File: src/rtl/i2pc_consts.svh
// Overview of operation
// writing one to bit 15 holds the serial interface in reset until cleared.
// software confirms the bus is idle before clearing the soft reset bit.
// checksum request bit 12 clears on checksum sent, start, stop or disable.
// losing arbitration marks the running checksum as invalid.
// bit 11 moves ack and checksum request to the next byte; disable clears it.
// software uses bit 11 only for two-byte receptions, set before reception.
// software clears ack enable only after the address-matched flag is cleared.
// software sets checksum request after bit 11 while clock is stretched.
// bit 10 set acknowledges each received byte; disable clears it.
// master stop request bit 9 makes a stop; cleared when a stop is seen.
// slave stop request releases clock and data after the current byte.
// software writes nothing while a start, stop or checksum request pends.
// start request bit 8 makes a start; cleared once sent or on disable.
// slave stretches clock on address match or byte done unless bit 7 set.
// bit 6 set acknowledges general call address 00h; clear refuses it.
// bit 5 switches the checksum calculation on or off.
// enable cleared mid-transfer finishes the transfer, then clears all bits.
// in master mode software keeps enable set until communication ends.
// software keeps reserved bits 14:13 and 4:1 at reset value.
// registers accept half-word and word accesses.
// after system reset all control bits read zero.
`ifndef I2PC_CONSTS_SVH
`define I2PC_CONSTS_SVH

`define I2PC_ADDR_W     8
`define I2PC_CTRL_IDX   6'h00
`define I2PC_STAT_IDX   6'h10
`define I2PC_CTRL_RST   16'h0000
`define I2PC_CTRL_WMASK 16'h9fe1

`define I2PC_B_SRST  15
`define I2PC_B_CRC   12
`define I2PC_B_APOS  11
`define I2PC_B_ACK_ENABLE 10
`define I2PC_B_STOP  9
`define I2PC_B_START 8
`define I2PC_B_NOSTR 7
`define I2PC_B_GC    6
`define I2PC_B_CRCEN 5
`define I2PC_B_EN    0

`define I2PC_RESP_OKAY   2'h0
`define I2PC_RESP_SLVERR 2'h2

`endif

File: src/rtl/i2pc_pkg.sv
package i2pc_pkg;

  typedef enum logic [1:0] {
    I2PC_IDLE   = 2'h0,
    I2PC_ACTIVE = 2'h1,
    I2PC_DRAIN  = 2'h3
  } i2pc_mode_t;

  typedef struct packed {
    logic meta;
    logic sync;
    logic prev;
  } i2pc_sync_t;

  typedef struct packed {
    logic [15:0] ctrl;
    i2pc_mode_t  mode;
    logic        bd_prev;
    logic        ack_held;
    logic        crc_held;
    logic        crc_ok;
    logic        release_hold;
    logic        aw_got;
    logic        w_got;
    logic [7:0]  awaddr;
    logic [15:0] wdata;
    logic [1:0]  wstrb;
    logic        bvalid;
    logic [1:0]  bresp;
    logic        rvalid;
    logic [15:0] rdata;
    logic [1:0]  rresp;
  } i2pc_state_t;

endpackage

File: src/rtl/i2pc_sync_if.sv
`timescale 1ns/1ps
`default_nettype none
interface i2pc_sync_if;
  logic level;
  logic rise;
  logic fall;
  modport src (output level, rise, fall);
  modport dst (input level, rise, fall);
endinterface
`default_nettype wire

File: src/rtl/i2pc_pin_sync.sv
`timescale 1ns/1ps
`default_nettype none
module i2pc_pin_sync
  import i2pc_pkg::*;
(
  input  wire logic   aclk,
  input  wire logic   aresetn,
  input  wire logic   pin,
  i2pc_sync_if.src    out
);
  i2pc_sync_t s;
  i2pc_sync_t next_s;

  // first stage feeds only the second; edges come from the settled stages
  always_comb begin
    next_s      = s;
    next_s.meta = pin;
    next_s.sync = s.meta;
    next_s.prev = s.sync;
  end

  always_ff @(posedge aclk) begin
    if (!aresetn) begin
      s <= '{meta: 1'h1, sync: 1'h1, prev: 1'h1};
    end else begin
      s <= next_s;
    end
  end

  assign out.level = s.sync;
  assign out.rise  = s.sync & ~s.prev;
  assign out.fall  = ~s.sync & s.prev;
endmodule // i2pc_pin_sync
`default_nettype wire

File: src/rtl/i2pc_primary_control.sv
`timescale 1ns/1ps
`default_nettype none
`include "i2pc_consts.svh"
module i2pc_primary_control
  import i2pc_pkg::*;
(
  input  wire logic        aclk,
  input  wire logic        aresetn,
  input  wire logic [7:0]  awaddr,
  input  wire logic        awvalid,
  output logic             awready,
  input  wire logic [31:0] wdata,
  input  wire logic [3:0]  wstrb,
  input  wire logic        wvalid,
  output logic             wready,
  output logic [1:0]       bresp,
  output logic             bvalid,
  input  wire logic        bready,
  input  wire logic [7:0]  araddr,
  input  wire logic        arvalid,
  output logic             arready,
  output logic [31:0]      rdata,
  output logic [1:0]       rresp,
  output logic             rvalid,
  input  wire logic        rready,
  input  wire logic        scl_i,
  output logic             scl_o,
  output logic             scl_oe,
  input  wire logic        sda_i,
  input  wire logic        master_mode,
  input  wire logic        busy,
  input  wire logic        address_matched_flag,
  input  wire logic        byte_done_flag,
  input  wire logic        gc_addr_seen,
  input  wire logic        crc_byte_done,
  input  wire logic        arb_lost,
  output logic             iface_reset,
  output logic             iface_enable,
  output logic             start_request,
  output logic             stop_request,
  output logic             crc_checker_enable,
  output logic             crc_this_byte,
  output logic             crc_valid,
  output logic             ack_out,
  output logic             line_release
);

  // ********************************
  // line sampling
  // ********************************
  i2pc_sync_if scl_s ();
  i2pc_sync_if sda_s ();

  i2pc_pin_sync u_scl_sync (
    .aclk    (aclk),
    .aresetn (aresetn),
    .pin     (scl_i),
    .out     (scl_s)
  );

  i2pc_pin_sync u_sda_sync (
    .aclk    (aclk),
    .aresetn (aresetn),
    .pin     (sda_i),
    .out     (sda_s)
  );

  logic start_det;
  logic stop_det;
  assign start_det = sda_s.fall & scl_s.level;
  assign stop_det  = sda_s.rise & scl_s.level;

  // ********************************
  // state
  // ********************************
  i2pc_state_t s;
  i2pc_state_t next_s;

  logic        wr_now;
  logic        wr_ctrl;
  logic        en_eff;
  logic        srst;
  logic        bd_rise;
  logic [15:0] wr_val;
  logic [15:0] status;

  assign wr_now  = s.aw_got & s.w_got & ~s.bvalid;
  assign wr_ctrl = wr_now & (s.awaddr[7:2] == `I2PC_CTRL_IDX);
  assign srst    = s.ctrl[`I2PC_B_SRST];
  // a disable landing mid-transfer keeps the engine on until the drain state takes over
  assign en_eff  = (s.ctrl[`I2PC_B_EN] | (s.mode == I2PC_DRAIN)
                   | ((s.mode == I2PC_ACTIVE) & busy)) & ~srst;
  assign bd_rise = byte_done_flag & ~s.bd_prev;
  assign status  = {12'h000, s.mode == I2PC_DRAIN, s.release_hold, s.crc_ok, busy};

  // half-word writes touch only their lanes; upper lanes hold no bits
  always_comb begin
    wr_val = s.ctrl;
    if (s.wstrb[0]) begin
      wr_val[7:0] = s.wdata[7:0];
    end
    if (s.wstrb[1]) begin
      wr_val[15:8] = s.wdata[15:8];
    end
    wr_val = wr_val & `I2PC_CTRL_WMASK;
  end

  always_comb begin
    next_s         = s;
    next_s.bd_prev = byte_done_flag;

    // ********************************
    // bus slave
    // ********************************
    if (awvalid && awready) begin
      next_s.aw_got = 1'h1;
      next_s.awaddr = awaddr;
    end
    if (wvalid && wready) begin
      next_s.w_got = 1'h1;
      next_s.wdata = wdata[15:0];
      next_s.wstrb = wstrb[1:0];
    end
    if (wr_now) begin
      next_s.bvalid = 1'h1;
      next_s.aw_got = 1'h0;
      next_s.w_got  = 1'h0;
      if (s.awaddr[7:2] == `I2PC_CTRL_IDX || s.awaddr[7:2] == `I2PC_STAT_IDX) begin
        next_s.bresp = `I2PC_RESP_OKAY;
      end else begin
        next_s.bresp = `I2PC_RESP_SLVERR;
      end
    end
    if (s.bvalid && bready) begin
      next_s.bvalid = 1'h0;
    end
    if (arvalid && arready) begin
      next_s.rvalid = 1'h1;
      case (araddr[7:2])
        `I2PC_CTRL_IDX: begin
          next_s.rdata = s.ctrl;
          next_s.rresp = `I2PC_RESP_OKAY;
        end
        `I2PC_STAT_IDX: begin
          next_s.rdata = status;
          next_s.rresp = `I2PC_RESP_OKAY;
        end
        default: begin
          next_s.rdata = 16'h0000;
          next_s.rresp = `I2PC_RESP_SLVERR;
        end
      endcase
    end else if (s.rvalid && rready) begin
      next_s.rvalid = 1'h0;
    end

    // ********************************
    // byte boundary and line release
    // ********************************
    // a byte end in the same cycle as a line condition wins the release
    if (start_det || stop_det) begin
      next_s.release_hold = 1'h0;
    end
    if (bd_rise) begin
      next_s.ack_held = s.ctrl[`I2PC_B_ACK_ENABLE];
      next_s.crc_held = s.ctrl[`I2PC_B_CRC];
      if (s.ctrl[`I2PC_B_STOP] && !master_mode && en_eff) begin
        next_s.release_hold = 1'h1;
      end
    end

    // arbitration loss poisons the running checksum until the next start
    if (start_det && s.ctrl[`I2PC_B_CRCEN]) begin
      next_s.crc_ok = 1'h1;
    end
    if (arb_lost || !s.ctrl[`I2PC_B_CRCEN]) begin
      next_s.crc_ok = 1'h0;
    end

    // ********************************
    // hardware clears of request, position and ack bits
    // ********************************
    if (crc_byte_done || start_det || stop_det || !en_eff) begin
      next_s.ctrl[`I2PC_B_CRC] = 1'h0;
    end
    if (stop_det) begin
      next_s.ctrl[`I2PC_B_STOP] = 1'h0;
    end
    if ((start_det && master_mode) || !en_eff) begin
      next_s.ctrl[`I2PC_B_START] = 1'h0;
    end
    if (!en_eff) begin
      next_s.ctrl[`I2PC_B_APOS]  = 1'h0;
      next_s.ctrl[`I2PC_B_ACK_ENABLE] = 1'h0;
    end

    // ********************************
    // enable sequencing
    // ********************************
    case (s.mode)
      I2PC_IDLE: begin
        if (s.ctrl[`I2PC_B_EN]) begin
          next_s.mode = I2PC_ACTIVE;
        end
      end
      I2PC_ACTIVE: begin
        if (!s.ctrl[`I2PC_B_EN]) begin
          next_s.mode = busy ? I2PC_DRAIN : I2PC_IDLE;
        end
      end
      I2PC_DRAIN: begin
        if (!busy) begin
          next_s.mode = I2PC_IDLE;
          next_s.ctrl = `I2PC_CTRL_RST;
        end
      end
      default: begin
        next_s.mode = I2PC_IDLE;
      end
    endcase

    // soft reset holds the engine and drops everything but itself
    if (srst) begin
      next_s.ctrl         = 16'h0000;
      next_s.ctrl[`I2PC_B_SRST] = 1'h1;
      next_s.mode         = I2PC_IDLE;
      next_s.ack_held     = 1'h0;
      next_s.crc_held     = 1'h0;
      next_s.crc_ok       = 1'h0;
      next_s.release_hold = 1'h0;
    end

    // a software write lands last so a new request is never lost
    if (wr_ctrl) begin
      next_s.ctrl = wr_val;
    end
  end

  always_ff @(posedge aclk) begin
    if (!aresetn) begin
      s <= '0;
    end else begin
      s <= next_s;
    end
  end

  // ********************************
  // outputs
  // ********************************
  assign awready = ~s.aw_got & ~s.bvalid;
  assign wready  = ~s.w_got & ~s.bvalid;
  assign bvalid  = s.bvalid;
  assign bresp   = s.bresp;
  assign arready = ~s.rvalid;
  assign rvalid  = s.rvalid;
  assign rdata   = {16'h0000, s.rdata};
  assign rresp   = s.rresp;

  assign iface_reset        = srst;
  assign iface_enable       = en_eff;
  assign start_request      = s.ctrl[`I2PC_B_START] & en_eff;
  assign stop_request       = s.ctrl[`I2PC_B_STOP] & en_eff;
  assign crc_checker_enable = s.ctrl[`I2PC_B_CRCEN] & en_eff;
  assign crc_valid          = s.crc_ok;
  assign line_release       = s.release_hold;
  assign crc_this_byte      = s.ctrl[`I2PC_B_APOS] ? s.crc_held : s.ctrl[`I2PC_B_CRC];

  // general call overrides the usual ack choice for the address byte
  always_comb begin
    if (!en_eff) begin
      ack_out = 1'h0;
    end else if (gc_addr_seen) begin
      ack_out = s.ctrl[`I2PC_B_GC];
    end else if (s.ctrl[`I2PC_B_APOS]) begin
      ack_out = s.ack_held;
    end else begin
      ack_out = s.ctrl[`I2PC_B_ACK_ENABLE];
    end
  end

  // open drain: only ever pull low, never drive high
  assign scl_o  = 1'h0;
  assign scl_oe = en_eff & ~master_mode & ~s.ctrl[`I2PC_B_NOSTR] & ~s.release_hold
                & (address_matched_flag | byte_done_flag);
endmodule // i2pc_primary_control
`default_nettype wire

File: config.mk
export PLATFORM = sky130hd
export DESIGN_NAME = i2pc_primary_control
export DESIGN_NICKNAME = d
export VERILOG_FILES = /design/src/rtl/i2pc_pkg.sv /design/src/rtl/i2pc_sync_if.sv /design/src/rtl/i2pc_pin_sync.sv /design/src/rtl/i2pc_primary_control.sv
export VERILOG_INCLUDE_DIRS = /design/src /design/src/rtl
export SDC_FILE = /design/constraint.sdc
export NUM_CORES = 1
export LEC_CHECK = 0
export ABC_AREA = 1
export ABC_CLOCK_PERIOD_IN_PS = 2500
export BUFFER_PORTS_ARGS = -buffer_cell sky130_fd_sc_hd__buf_4
export CORE_ASPECT_RATIO = 2
export CORE_MARGIN = 8
export CORE_UTILIZATION = 30
export CTS_CLUSTER_SIZE = 40
export DETAILED_ROUTE_END_ITERATION = 10
export SETUP_SLACK_MARGIN = 0.05
export SLEW_MARGIN = 20
export SYNTH_ARGS = -nofsm -noshare
export SYNTH_HDL_FRONTEND = slang
export SYNTH_SLANG_ARGS = --single-unit
export TNS_END_PERCENT = 5
File: constraint.sdc
create_clock -name aclk -period 2.5 [get_ports aclk]
set_clock_uncertainty 0.1 [all_clocks]
set_input_delay 0.25 -clock aclk [delete_from_list [all_inputs] [get_ports aclk]]
set_output_delay 0.25 -clock aclk [all_outputs]
set_load 0.05 [all_outputs]
* Yosys cells after proc, flatten, opt, wreduce, memory -nomap -nowiden *
Cells that the tools add are included.

word-level totals
  register bits after elaboration = 72
  input bits = 68
  output and inout bits = 52

cells by class
  eq/ne operators = 11
  multiplexer cells = 25
  bitwise operators = 34
  reductions and logical operators = 31

operator list
  operator              count
  $mux W18              2
  $pmux W18 S2          1
  $mux W16              2
  $and A1 B1 Y1         19
  $mux W8               2
  $eq A6 B5 Y1 const B  2
  $logic_not A6 Y1      2
  $mux W1               12
  $not A1 Y1            12
  $mux W2               5
  $ne A2 B2 Y1 const B  5
  $logic_and A1 B1 Y1   9
  $logic_or A1 B1 Y1    7
  $pmux W2 S3           1
  $reduce_and A3 Y1     2
  $reduce_or A2 Y1      3
  $ne A4 B4 Y1 const B  1
  $logic_not A1 Y1      3
  $ne A3 B1 Y1 const B  1
  $or A1 B1 Y1          3
  $reduce_bool A3 Y1    1
  $reduce_or A3 Y1      1
  $eq A2 B1 Y1 const B  1
  $eq A2 B2 Y1 const B  1
  3 further kinds       3

* Longest topological paths before layout *
Gate-level depths: netlist (run 1).

  depth after elaboration = 11
  depth in mapped cells = 9
  depth with buffers taken out = 9

* By module *
Synthesis (run 1) repeated with hierarchy kept, for this count alone.

second synthesis, totals
  cells, all modules = 369
  area total of the unflattened synthesis = 2672.6 um^2

modules (own cells, without submodules)
  module                times used  cells each  area an instance (um^2)  seq. area each (um^2)
  i2pc_primary_control  1           345         2484.9                   1081.0
  i2pc_pin_sync         2           12          93.8                     60.1

* Worst setup path after synthesis (run 1) *
Ideal clock, no wire load.

  path type = register to register
  from = reg s, in the netlist bvalid
  to = reg s[24] (netlist name)
  setup time = 0.116 ns
  arrival time = 1.903 ns
  required time = 2.284 ns
  path slack = 0.381 ns
  stages on the path, launching flop included = 6
  buffers on the path = 1
  clock period less this slack = 2.119 ns
  cell sequence = dfxtp_1 -> nor2_1 -> nand2_1 -> clkbuf_1 -> o21ai_0 -> nor2_1

on the way
  longest elaborated chain between the ends = 3

ends and longest elaborated chain
  what                    line                         RTL
  from (decl)             i2pc_primary_control.sv:76   i2pc_state_t s;
  from (signal assigned)  i2pc_primary_control.sv:243  s <= next_s;
  $not A1 Y1              i2pc_primary_control.sv:251  assign wready = ~s.w_got & ~s.bvalid;
  $and A1 B1 Y1           i2pc_primary_control.sv:251
  via wready              i2pc_primary_control.sv:15   output logic wready,
  $logic_and A1 B1 Y1     i2pc_primary_control.sv:119  if (wvalid && wready) begin

The timed path passes the listed nets, and every way through them passes these cells.
A chain may end at the register's enable or synchronous reset.

* Worst setup path in the final report (run 1) *
  from = reg s[57] (netlist name)
  to = out stop_request

on the way
  longest elaborated chain between the ends = 4

ends and longest elaborated chain
  what                        line                         RTL
  $or A1 B1 Y1 (2 in series)  i2pc_primary_control.sv:91   assign en_eff = (s.ctrl[`I2PC_B_EN] | (s.mode == I2PC_DRAIN)
  $and A1 B1 Y1               i2pc_primary_control.sv:91
  $and A1 B1 Y1               i2pc_primary_control.sv:262  assign stop_request = s.ctrl[`I2PC_B_STOP] & en_eff;
  to (decl)                   i2pc_primary_control.sv:40   output logic stop_request,

Every way passes these cells.

==> results of run 1 <==
state kept, by name, summed over array words and instances (netlist names), named ones only:
register / cells
bresp: 1
bvalid: 1
crc_valid: 1
line_release: 1
rdata: 13
rresp: 1
rvalid: 1
s: 34
u_scl_sync.next_s: 1
u_scl_sync.out.level: 1
u_sda_sync.next_s: 1
u_sda_sync.out.level: 1
u_sda_sync.s: 1
metal layers:
layer | vias to the layer above | global-route usage (%) | wire, um | share of wire, %
li1 | 1185 | - | - | -
met1 | 1008 | 9.46 | 2180 | 34
met2 | 68 | 20.1 | 3530 | 54
met3 | 8 | 3.51 | 617 | 9.5
met4 | 0 | 6.37 | 165 | 2.5
met5 | - | 0 | 0 | 0
cell type report:
type	count	area [sq um]	share of cell area [%]
Inverter	34	128	3.82
Sequential cell	59	1180	35.4
Clock buffer	14	254	7.61
Multi-Input combinational cell	237	1090	32.6
Clock inverter	2	35.0	1.05
Timing Repair Buffer	70	526	15.7
Tap cell	100	125	3.75
power groups by stage:
stage / logic, W / registers (W) / clock network [W]
floorplan: 0.000257 / 0.00103 / 0
global placement: 0.000325 / 0.00103 / 0
detailed placement: 0.000328 / 0.00103 / 0
CTS: 0.000329 / 0.00101 / 0.00121
global route: 0.000358 / 0.00102 / 0.00123
finish: 0.000324 / 0.00101 / 0.00118
synth_stat cells:
library cell | count | area [sq um]
o21ai_0 | 28 | 140
nor3_4 | 1 | 16.3
nand3_1 | 28 | 140
o31ai_1 | 1 | 7.51
nand3b_1 | 1 | 7.51
inv_2 | 1 | 3.75
buf_2 | 2 | 10.0
nand2_1 | 56 | 210
dfxtp_1 | 59 | 1180
nor3b_2 | 1 | 12.5
a21oi_1 | 28 | 140
nor2_1 | 54 | 203
nor2_2 | 1 | 6.26
nand2_4 | 1 | 11.3
inv_1 | 33 | 124
o21ai_2 | 1 | 8.76
nand3_2 | 1 | 10.0
nor3_1 | 3 | 15.0
conb_1 | 1 | 3.75
clkbuf_1 | 4 | 15.0
mux2i_1 | 1 | 10.0
nand4_1 | 1 | 6.26
o21a_1 | 1 | 7.51
a31oi_1 | 1 | 6.26
or2_2 | 4 | 25.0
buf_1 | 2 | 7.51
nor2_4 | 2 | 22.5
buf_4 | 38 | 285
worst register-to-register path, delay by kind of cell, from the launching register on:
kind | cells | cell delay [ns]
compound gates | 2 | 0.30
simple gates | 1 | 0.34
flops | 1 | 0.32
buf+inv | 2 | 0.41
cells in the final DEF (no fill, tap or decap), drive strengths merged:
cell | synthesis | layout
nand3 | 29 | 29
nand3b | 1 | 1
clkinv | 0 | 1
conb | 1 | 22
buf | 42 | 70
a31oi | 1 | 1
mux2i | 1 | 1
o31ai | 1 | 1
nand2 | 57 | 57
nor3 | 4 | 4
bufinv | 0 | 1
or2 | 4 | 4
o21ai | 29 | 29
clkbuf | 4 | 14
a21oi | 28 | 28
nor2 | 57 | 57
nand4 | 1 | 1
dfxtp | 59 | 59
o21a | 1 | 1
inv | 34 | 34
nor3b | 1 | 1
stage by stage:
step,std cells,setup slack [ns],total power (W),area (sq um)
after floorplan,376,0.381,0.00129,2720
after global placement,500,0.843,0.00135,3050
after detailed placement,500,0.840,0.00136,3050
after CTS,516,0.599,0.00255,3340
after global routing,516,0.495,0.00260,3340
final,516,0.621,0.00252,3340
kinds of logic (layout without fill, tap and decap cells):
logic type | Yosys count | count (layout) | share of synthesized area, %
and+or+nand+nor | 154 | 154 | 26.0
buffers and inverters | 80 | 120 | 16.9
AOI/OAI and AO/OA | 60 | 60 | 11.8
DFF | 59 | 59 | 44.8
other | 1 | 22 | 0.142
muxes | 1 | 1 | 0.380
path summary, 6_finish.rpt:
kind / slack, ns / cells past startpoint / start / endpoint
max: 0.62 / 7 / s[57] / stop_request
min: 0.02 / 2 / sda_i / u_sda_sync.next_s[1]
max reg2reg: 0.90 / 5 / rvalid / rdata[0]
min reg2reg: 0.31 / 1 / u_scl_sync.next_s[1] / u_scl_sync.out.level
==> summary.txt, run 1 <==
Timing
  • Slew Viols, Final: 0
  • Max Clock Freq: 0.532 GHz
  • RSZ-0062 raised after global routing: false
  • Final Hold Viols: 0
  • Final setup vio count: 0
  • Min Tclk post-route: 1.88 ns
  • Setup TNS: 0 ns
  • Period utilisation layout: 75.2%
  • Worst hold margin: 0.0237 ns

Worst setup path
  • CP startpoint kind: flip-flop
  • Slowest Stage Delay on Critical Path: 0.39 ns
  • Crit-path slowest cell: dfxtp_1
  • Critical Path RT: 2.15 ns
  • Crit path cell chain: inv_1, nand2_1, nor2_1, inv_1, nand2_1, nor2_1, buf_4
  • Worst-path maximum fanout: 6
  • Worst path top cell family by delay: simple AND/OR/NAND/NOR gates
  • Crit Path Class: flip-flop to output port
  • Arrival @ worst endpoint: 1.53 ns
  • CP Capture Type: output port
  • Critical path buffers and inverters: 3

Floorplanning
  • Die X: 82.3 um
  • Top-Level Pins: 120
  • # rows: 48
  • Initial Util: 30.7%
  • Die height: 149 um
  • Core Area: 0.00859 sq mm
  • Die ar.: 0.0122 sq mm

Drt
  • 1st-iter DRT viols: 146
  • # DRC: 0
  • Drt total wl: 6490 um
  • WL per Instance: 12.6 um
  • Post-DR vias/cell: 4.40
  • 1st-pass router iterations: 4
  • DRT antenna net count: 0
  • Vias: 2,269

Logic synthesis
  • Cells after Synth: 355
  • Syn. warnings: 0
  • Sequential share of the synthesized area: 44.8%
  • Avg Cell Area, Syn: 7.43 sq um
  • Number of synthesized register bits: 59
  • Yosys cell types: 28
  • Post-synthesis cell area: 0.00264 sq mm

Global routing
  • First-pass GRT wire length: 10,100 um
  • Grt total ovfl: 0
  • Initial antenna violation count: 0
  • Tot GR Track Use: 10.9%
  • Largest net degree at the start of global routing: 31
  • Number of global-route vias before repair: 2,264

Placed design
  • PortBufs: 69
  • GP Congestion: 0.783
  • Post-DP HPWL: 5250 um

Pwr
  • Leakage power: 1.56 nW
  • Combinational share of power: 12.9%
  • Flop pwr share: 40.1%
  • Clock Power Share: 47.0%
  • Maximum VDD drop: 0.000422 V
  • Pwr dens: 755 mW/mm^2
  • Internal: 0.00188 W
  • Net Sw Frac: 25.5%
  • Switching pwr: 0.000641 W

Layout
  • Share of layout cells above drive strength 1: 22.8%
  • Fill count: 930
  • Final Util: 38.9%
  • Layout area overhead: 26.6%
  • Nets: 479
  • Number of antenna diodes: 0

Clock tree
  • Post-cts sizing count: 0
  • Clock transition at path regs: 0.05 ns
  • Worst-Skew Late Latency: 0.32 ns
  • Clock sink count: 59
  • CTS Hold Bufs: 0
  • CTS tree: built
  • Num CTS Buffers: 9
  • Root Driver: clkbuf_16
  • CTS Buffer Depth: 2
  • H-tree lvl count: 3
  • # Post-CTS Setup Buffers: 0

Outcome
  • Outcome: completed

Worst hold path
  • Hold Crit Class: input pin to flip-flop

Flow run
  • Max-Cap Viols: 0
No activity file was read; power rests on OpenSTA's default activity.
==> inputs of run 2 (changes only) <==
--- a/config.mk
+++ b/config.mk
@@ -7,7 +7,7 @@
 export NUM_CORES = 1
 export LEC_CHECK = 0
 export ABC_AREA = 1
-export ABC_CLOCK_PERIOD_IN_PS = 2500
+export ABC_CLOCK_PERIOD_IN_PS = 1600
 export BUFFER_PORTS_ARGS = -buffer_cell sky130_fd_sc_hd__buf_4
 export CORE_ASPECT_RATIO = 2
 export CORE_MARGIN = 8
==> constraint.sdc (replaced) <==
create_clock -name aclk -period 1.6 [get_ports aclk]
set_clock_uncertainty 0.1 [all_clocks]
set_input_delay 0.16 -clock aclk [delete_from_list [all_inputs] [get_ports aclk]]
set_output_delay 0.16 -clock aclk [all_outputs]
set_load 0.05 [all_outputs]
==> summary.txt, run 2 (synthesis gave the netlist of run 1 again) <==
Worst setup path
  • WP depth: 7 (unchanged)
  • Crit-path slowest cell: dfxtp_2
  • R2R depth: 6 (+1)
  • Slowest Stage Delay on Critical Path: 0.34 ns (-0.05 ns)
  • CP startpoint kind: flip-flop
  • Critical Path RT: 1.34 ns (-0.81 ns)
  • Worst path top cell family by delay: flip-flops
  • Crit path cell chain: nand2_1, inv_2, nor2_4, inv_2, nand2_8, nor2_4, buf_8
  • Critical path buffers and inverters: 3 (unchanged)
  • CP Capture Type: output port
  • Arrival @ worst endpoint: 1.30 ns (-0.23 ns)
  • Crit Path Class: flip-flop to output port
  • Worst-path maximum fanout: 6 (unchanged)

Placed design
  • GP Congestion: 0.786 (+0.42%)
  • Dpl ws: 0.186 ns (-0.654 ns)
  • Dpl cells: 504 (+0.80%)
  • Post-DP HPWL: 5360 um (+2.0%)
  • PortBufs: 69 (unchanged)

Floorplanning
  • Initial Util: 30.7% (unchanged)
  • Die X: 82.3 um (unchanged)
  • Die ar.: 0.0122 sq mm (unchanged)
  • Die height: 149 um (unchanged)
  • Core Area: 0.00859 sq mm (unchanged)
  • Top-Level Pins: 120 (unchanged)
  • # rows: 48 (unchanged)

Drt
  • Vias: 2,347 (+3.4%)
  • Drt total wl: 6640 um (+2.3%)
  • WL per Instance: 12.6 um (-0.22%)
  • DRT antenna net count: 0 (unchanged)
  • 1st-pass router iterations: 4 (unchanged)
  • # DRC: 0 (unchanged)
  • 1st-iter DRT viols: 130 (-11%)
  • Post-DR vias/cell: 4.44 (+0.90%)

Timing
  • Final Hold Viols: 0 (unchanged)
  • Final setup vio count: 0 (unchanged)
  • RSZ-0062 raised after global routing: true
  • Setup ws final: 0.0427 ns (-0.578 ns)
  • Period utilisation layout: 97.3%
  • Min Tclk post-route: 1.56 ns
  • Slew Viols, Final: 0 (unchanged)
  • Max Clock Freq: 0.642 GHz

Global routing
  • M3 GR Usage: 3.02% (-0.48 points)
  • Grt total ovfl: 0 (unchanged)
  • Largest net degree at the start of global routing: 30 (-3.2%)
  • Initial antenna violation count: 0 (unchanged)
  • Number of global-route vias before repair: 2,337 (+3.2%)
  • Met1 capacity usage during global routing: 10.0% (+0.59 points)
  • Met2 Use GR: 19.9% (-0.16 points)
  • Tot GR Track Use: 11.1% (+0.24 points)
  • First-pass GRT wire length: 10,400 um (+2.3%)
  • GRT Max-Usage Layer: met2

Clock tree
  • Clock sink count: 59 (unchanged)
  • CTS Buffer Depth: 2 (unchanged)
  • H-tree lvl count: 3 (unchanged)
  • CTS tree: built
  • Clock transition at path regs: 0.05 ns (about the same)
  • Root Driver: clkbuf_16
  • Num CTS Buffers: 9 (unchanged)
  • Worst-Skew Late Latency: 0.32 ns (about the same)

Worst hold path
  • Hold Crit Class: input pin to flip-flop
  • Hold depth: 3 (+1)

Layout
  • Commonest cells after routing, fill and taps aside: 69 x buf_4, 53 x nand2_1, 53 x dfxtp_1
  • Fill count: 907 (-2.5%)
  • Nets: 495 (+3.3%)
  • Layout area overhead: 36.4%
  • Number of antenna diodes: 0 (unchanged)
  • Reg with most FFs: s
  • Share of layout cells above drive strength 1: 29.1% (+6.3 points)
  • Post-route insts no fill: 529 (+2.5%)
  • Max reg flops: 34 (unchanged)
  • Most common cell after layout, fill and taps aside: buf_4

Pwr
  • Maximum VDD drop: 0.000530 V (+26%)
  • Leakage power: 1.63 nW (+4.5%)
  • Pwr dens: 1050 mW/mm^2 (+39%)

Outcome
  • Outcome: completed

Flow run
  • Max-Cap Viols: 0 (unchanged)
==> run 2: per-stage QoR <==
| step | hold slack [ns] | total power, W | area (sq um) | setup TNS [ns] | utilization (%) |
|---|---|---|---|---|---|
| finish | 0.00301 | 0.00376 | 3600 | 0 | 41.9 |
| global route | 0.0181 | 0.00392 | 3600 | -0.0652 | 41.9 |
| CTS | 0.00186 | 0.00380 | 3560 | 0 | 41.5 |
| detailed placement | 0.252 | 0.00214 | 3100 | 0 | 36.1 |
| global placement | 0.255 | 0.00213 | 3100 | 0 | 36.1 |
| floorplan | 0.157 | 0.00202 | 2740 | -1.63 | - |
==> run 2: layout make-up <==
type	count	area, sq um	share of cell area (%)
clock buffer	13	250	6.96
inverter	34	131	3.65
multi-input combinational	237	1190	33.0
sequential	59	1190	33.1
tap	100	125	3.48
timing repair buffer	86	714	19.9
==> run 2: repair_timing <==
item	4_1_cts	5_1_grt
resized for setup	30	12
pin swaps	5	3
setup buffers	1	0
endpoints found under the hold margin	11	0
gates cloned	0	0
hold buffers	11	0
endpoints found under the setup margin	6	6
==> run 2: where the power goes <==
group          internal (W)  total, W  switching, W
Clock               0.00106   0.00163      0.000570
Sequential          0.00154   0.00159     0.0000429
Combinational      0.000179  0.000546      0.000367
Total               0.00278   0.00376      0.000979
==> run 2: final timing paths <==
kind / slack, ns / endpoint / startpoint
max: 0.04 / stop_request / s[55]
min: 0.003 / s[22] / wstrb[0]
max reg2reg: 0.18 / s[63] / s[48]
min reg2reg: 0.31 / u_scl_sync.out.level / u_scl_sync.next_s[1]
==> run 2: tightest hold or removal path: cells and delay by family <==
kind	cells	cell delay (ns)
compound gates	1	0.07
simple gates	1	0.08
buf+inv	1	0.08
==> run 2: routing by layer <==
layer	share of wire [%]	up-vias
li1	-	1215
met1	34	1047
met2	54	70
met3	7.7	15
met4	3.4	0
met5	0	-
==> inputs of run 3 (changes only) <==
--- a/config.mk
+++ b/config.mk
@@ -18,5 +18,6 @@
 export SLEW_MARGIN = 20
 export SYNTH_ARGS = -nofsm -noshare
 export SYNTH_HDL_FRONTEND = slang
+export SYNTH_HIERARCHICAL = 1
 export SYNTH_SLANG_ARGS = --single-unit
 export TNS_END_PERCENT = 5
==> summary.txt, run 3 <==
Drt
  • Post-DR vias/cell: 4.37 (-1.5%)
  • WL per Instance: 12.2 um (-2.7%)
  • Vias: 2,369 (+0.94%)
  • 1st-pass router iterations: 4 (unchanged)
  • # DRC: 0 (unchanged)
  • 1st-iter DRT viols: 103 (-21%)
  • Drt total wl: 6620 um (-0.30%)
  • DRT antenna net count: 0 (unchanged)

Timing
  • Period utilisation layout: 97.6% (+0.24 points)
  • Min Tclk post-route: 1.56 ns (+0.00376 ns)
  • Final Hold Viols: 0 (unchanged)
  • Final setup vio count: 0 (unchanged)
  • Setup ws final: 0.0389 ns (-0.00376 ns)
  • Slew Viols, Final: 0 (unchanged)
  • Worst hold margin: 0.0119 ns (+0.00888 ns)
  • RSZ-0062 raised after global routing: true
  • Max Clock Freq: 0.641 GHz (-0.24%)

Logic synthesis
  • Avg Cell Area, Syn: 7.26 sq um (-2.3%)
  • Syn. warnings: 6 (+6)
  • Post-synthesis cell area: 0.00263 sq mm (about the same)
  • Cells after Synth: 363 (+2.3%)

Layout
  • Fill count: 908 (+0.11%)
  • Post-route insts no fill: 542 (+2.5%)
  • Layout area overhead: 37.7%
  • Reg with most FFs: s
  • Finished Cell Area: 0.00363 sq mm (+0.87%)
  • Number of antenna diodes: 0 (unchanged)
  • Share of layout cells above drive strength 1: 26.7% (-2.4 points)
  • Multi-input combinational cell area: 0.00114 sq mm (-4.0%)
  • Reg area: 0.00119 sq mm (unchanged)
  • Commonest cells after routing, fill and taps aside: 70 x buf_4, 60 x nand2_1, 53 x dfxtp_1
  • Nets: 509 (+2.8%)
  • Most common cell after layout, fill and taps aside: buf_4
  • Max reg flops: 34 (unchanged)

Pwr
  • Pwr dens: 1050 mW/mm^2 (about the same)
  • Leakage power: 1.69 nW (+3.6%)
  • Maximum VDD drop: 0.000532 V (+0.45%)
  • Tot Pwr: 0.00379 W (+0.87%)

Floorplanning
  • # rows: 48 (unchanged)
  • Die X: 82.3 um (about the same)
  • Die height: 149 um (about the same)
  • Die ar.: 0.0122 sq mm (about the same)
  • Initial Util: 30.7% (about the same)
  • Top-Level Pins: 120 (unchanged)
  • Core Area: 0.00859 sq mm (unchanged)

Worst setup path
  • Arrival @ worst endpoint: 1.30 ns (about the same)
  • CP startpoint kind: flip-flop
  • Reg2reg setup slack: 0.22 ns (+0.04 ns)
  • Crit Path Class: flip-flop to output port
  • Critical path buffers and inverters: 2 (-1)
  • Most used cell, CP: nand2_2
  • Worst-path maximum fanout: 6 (unchanged)
  • Crit-path slowest cell: dfxtp_2
  • Worst path top cell family by delay: simple AND/OR/NAND/NOR gates
  • Critical Path RT: 1.34 ns (about the same)
  • Slowest Stage Delay on Critical Path: 0.35 ns (about the same)
  • CP Capture Type: output port
  • Crit path cell chain: nand2_2, nand2_2, nor2_2, inv_2, nand2_8, nor2_4, buf_8

Clock tree
  • Clock transition at path regs: 0.04 ns (about the same)
  • H-tree lvl count: 3 (unchanged)
  • Root Driver: clkbuf_16
  • Num CTS Buffers: 9 (unchanged)
  • Worst-Skew Late Latency: 0.32 ns (about the same)
  • Clock sink count: 59 (unchanged)
  • CTS tree: built
  • CTS Buffer Depth: 2 (unchanged)

Global routing
  • Tot GR Track Use: 11.1% (+0.039 points)
  • First-pass GRT wire length: 10,300 um (-0.53%)
  • Grt total ovfl: 0 (unchanged)
  • Largest net degree at the start of global routing: 33 (+10%)
  • Number of global-route vias before repair: 2,331 (-0.26%)
  • Initial antenna violation count: 0 (unchanged)

Placed design
  • Dpl cells: 511 (+1.4%)
  • Cell area after placement: 0.00309 sq mm (-0.44%)
  • Dpl ws: 0.194 ns (+0.00785 ns)
  • PortBufs: 69 (unchanged)
  • Post-DP HPWL: 5240 um (-2.3%)
  • GP Congestion: 0.811 (+3.2%)

Outcome
  • Outcome: completed

Worst hold path
  • Hold Crit Class: input pin to flip-flop

Flow run
  • Max-Cap Viols: 0 (unchanged)
## run 3: worst paths after layout
| check | from | end | depth (start not counted) |
|---|---|---|---|
| setup / recovery | s[55] | stop_request | 7 |
| hold / removal | awaddr[3] | s[43] | 3 |
| setup reg to reg | s[48] | s[62] | 6 |
| hold reg to reg | u_sda_sync/next_s[1] | u_sda_sync/out.level | 2 |
## run 3: tightest hold or removal path, cell delays in order
cell and delay (ns):
buf_4 0.07, o21ai_0 0.08, nor2_1 0.08
## run 3: cell type report
type	instances	area share [%]
clock buffers	12	7.07
inverters	40	4.24
multi-input cells	239	31.4
flip-flops and latches	59	32.8
well taps	100	3.45
repair buffers	92	21.1
## run 3: where the power goes
group          switching [W]  internal [W]  leakage [nW]
Combinational       0.000358      0.000183          1.08
Sequential         0.0000429       0.00154         0.485
Clock               0.000576       0.00109         0.126
Total               0.000977       0.00282          1.69
## run 3: what timing repair did
item,CTS,global route
pin swaps,6,4
gates resized for setup,24,10
hold buffers,16,0
endpoints found under the hold margin,16,0
buffers inserted,3,0
setup endpoints to repair,6,6
## run 3: routing by layer
layer,vias up,GRT usage (%),routed length (um)
met5,-,0,0
met4,0,7.52,195
met3,12,2.90,497
met1,1046,10.6,2390
met2,70,19.6,3540
li1,1241,-,-
## run 3: through the flow
stage                     TNS (ns)  utilization (%)
final                            0             42.2
after global routing       -0.0621             42.2
after CTS                  -0.0145             41.9
after detailed placement         0             36.0
after global placement           0             36.0
after floorplan              -1.65                -
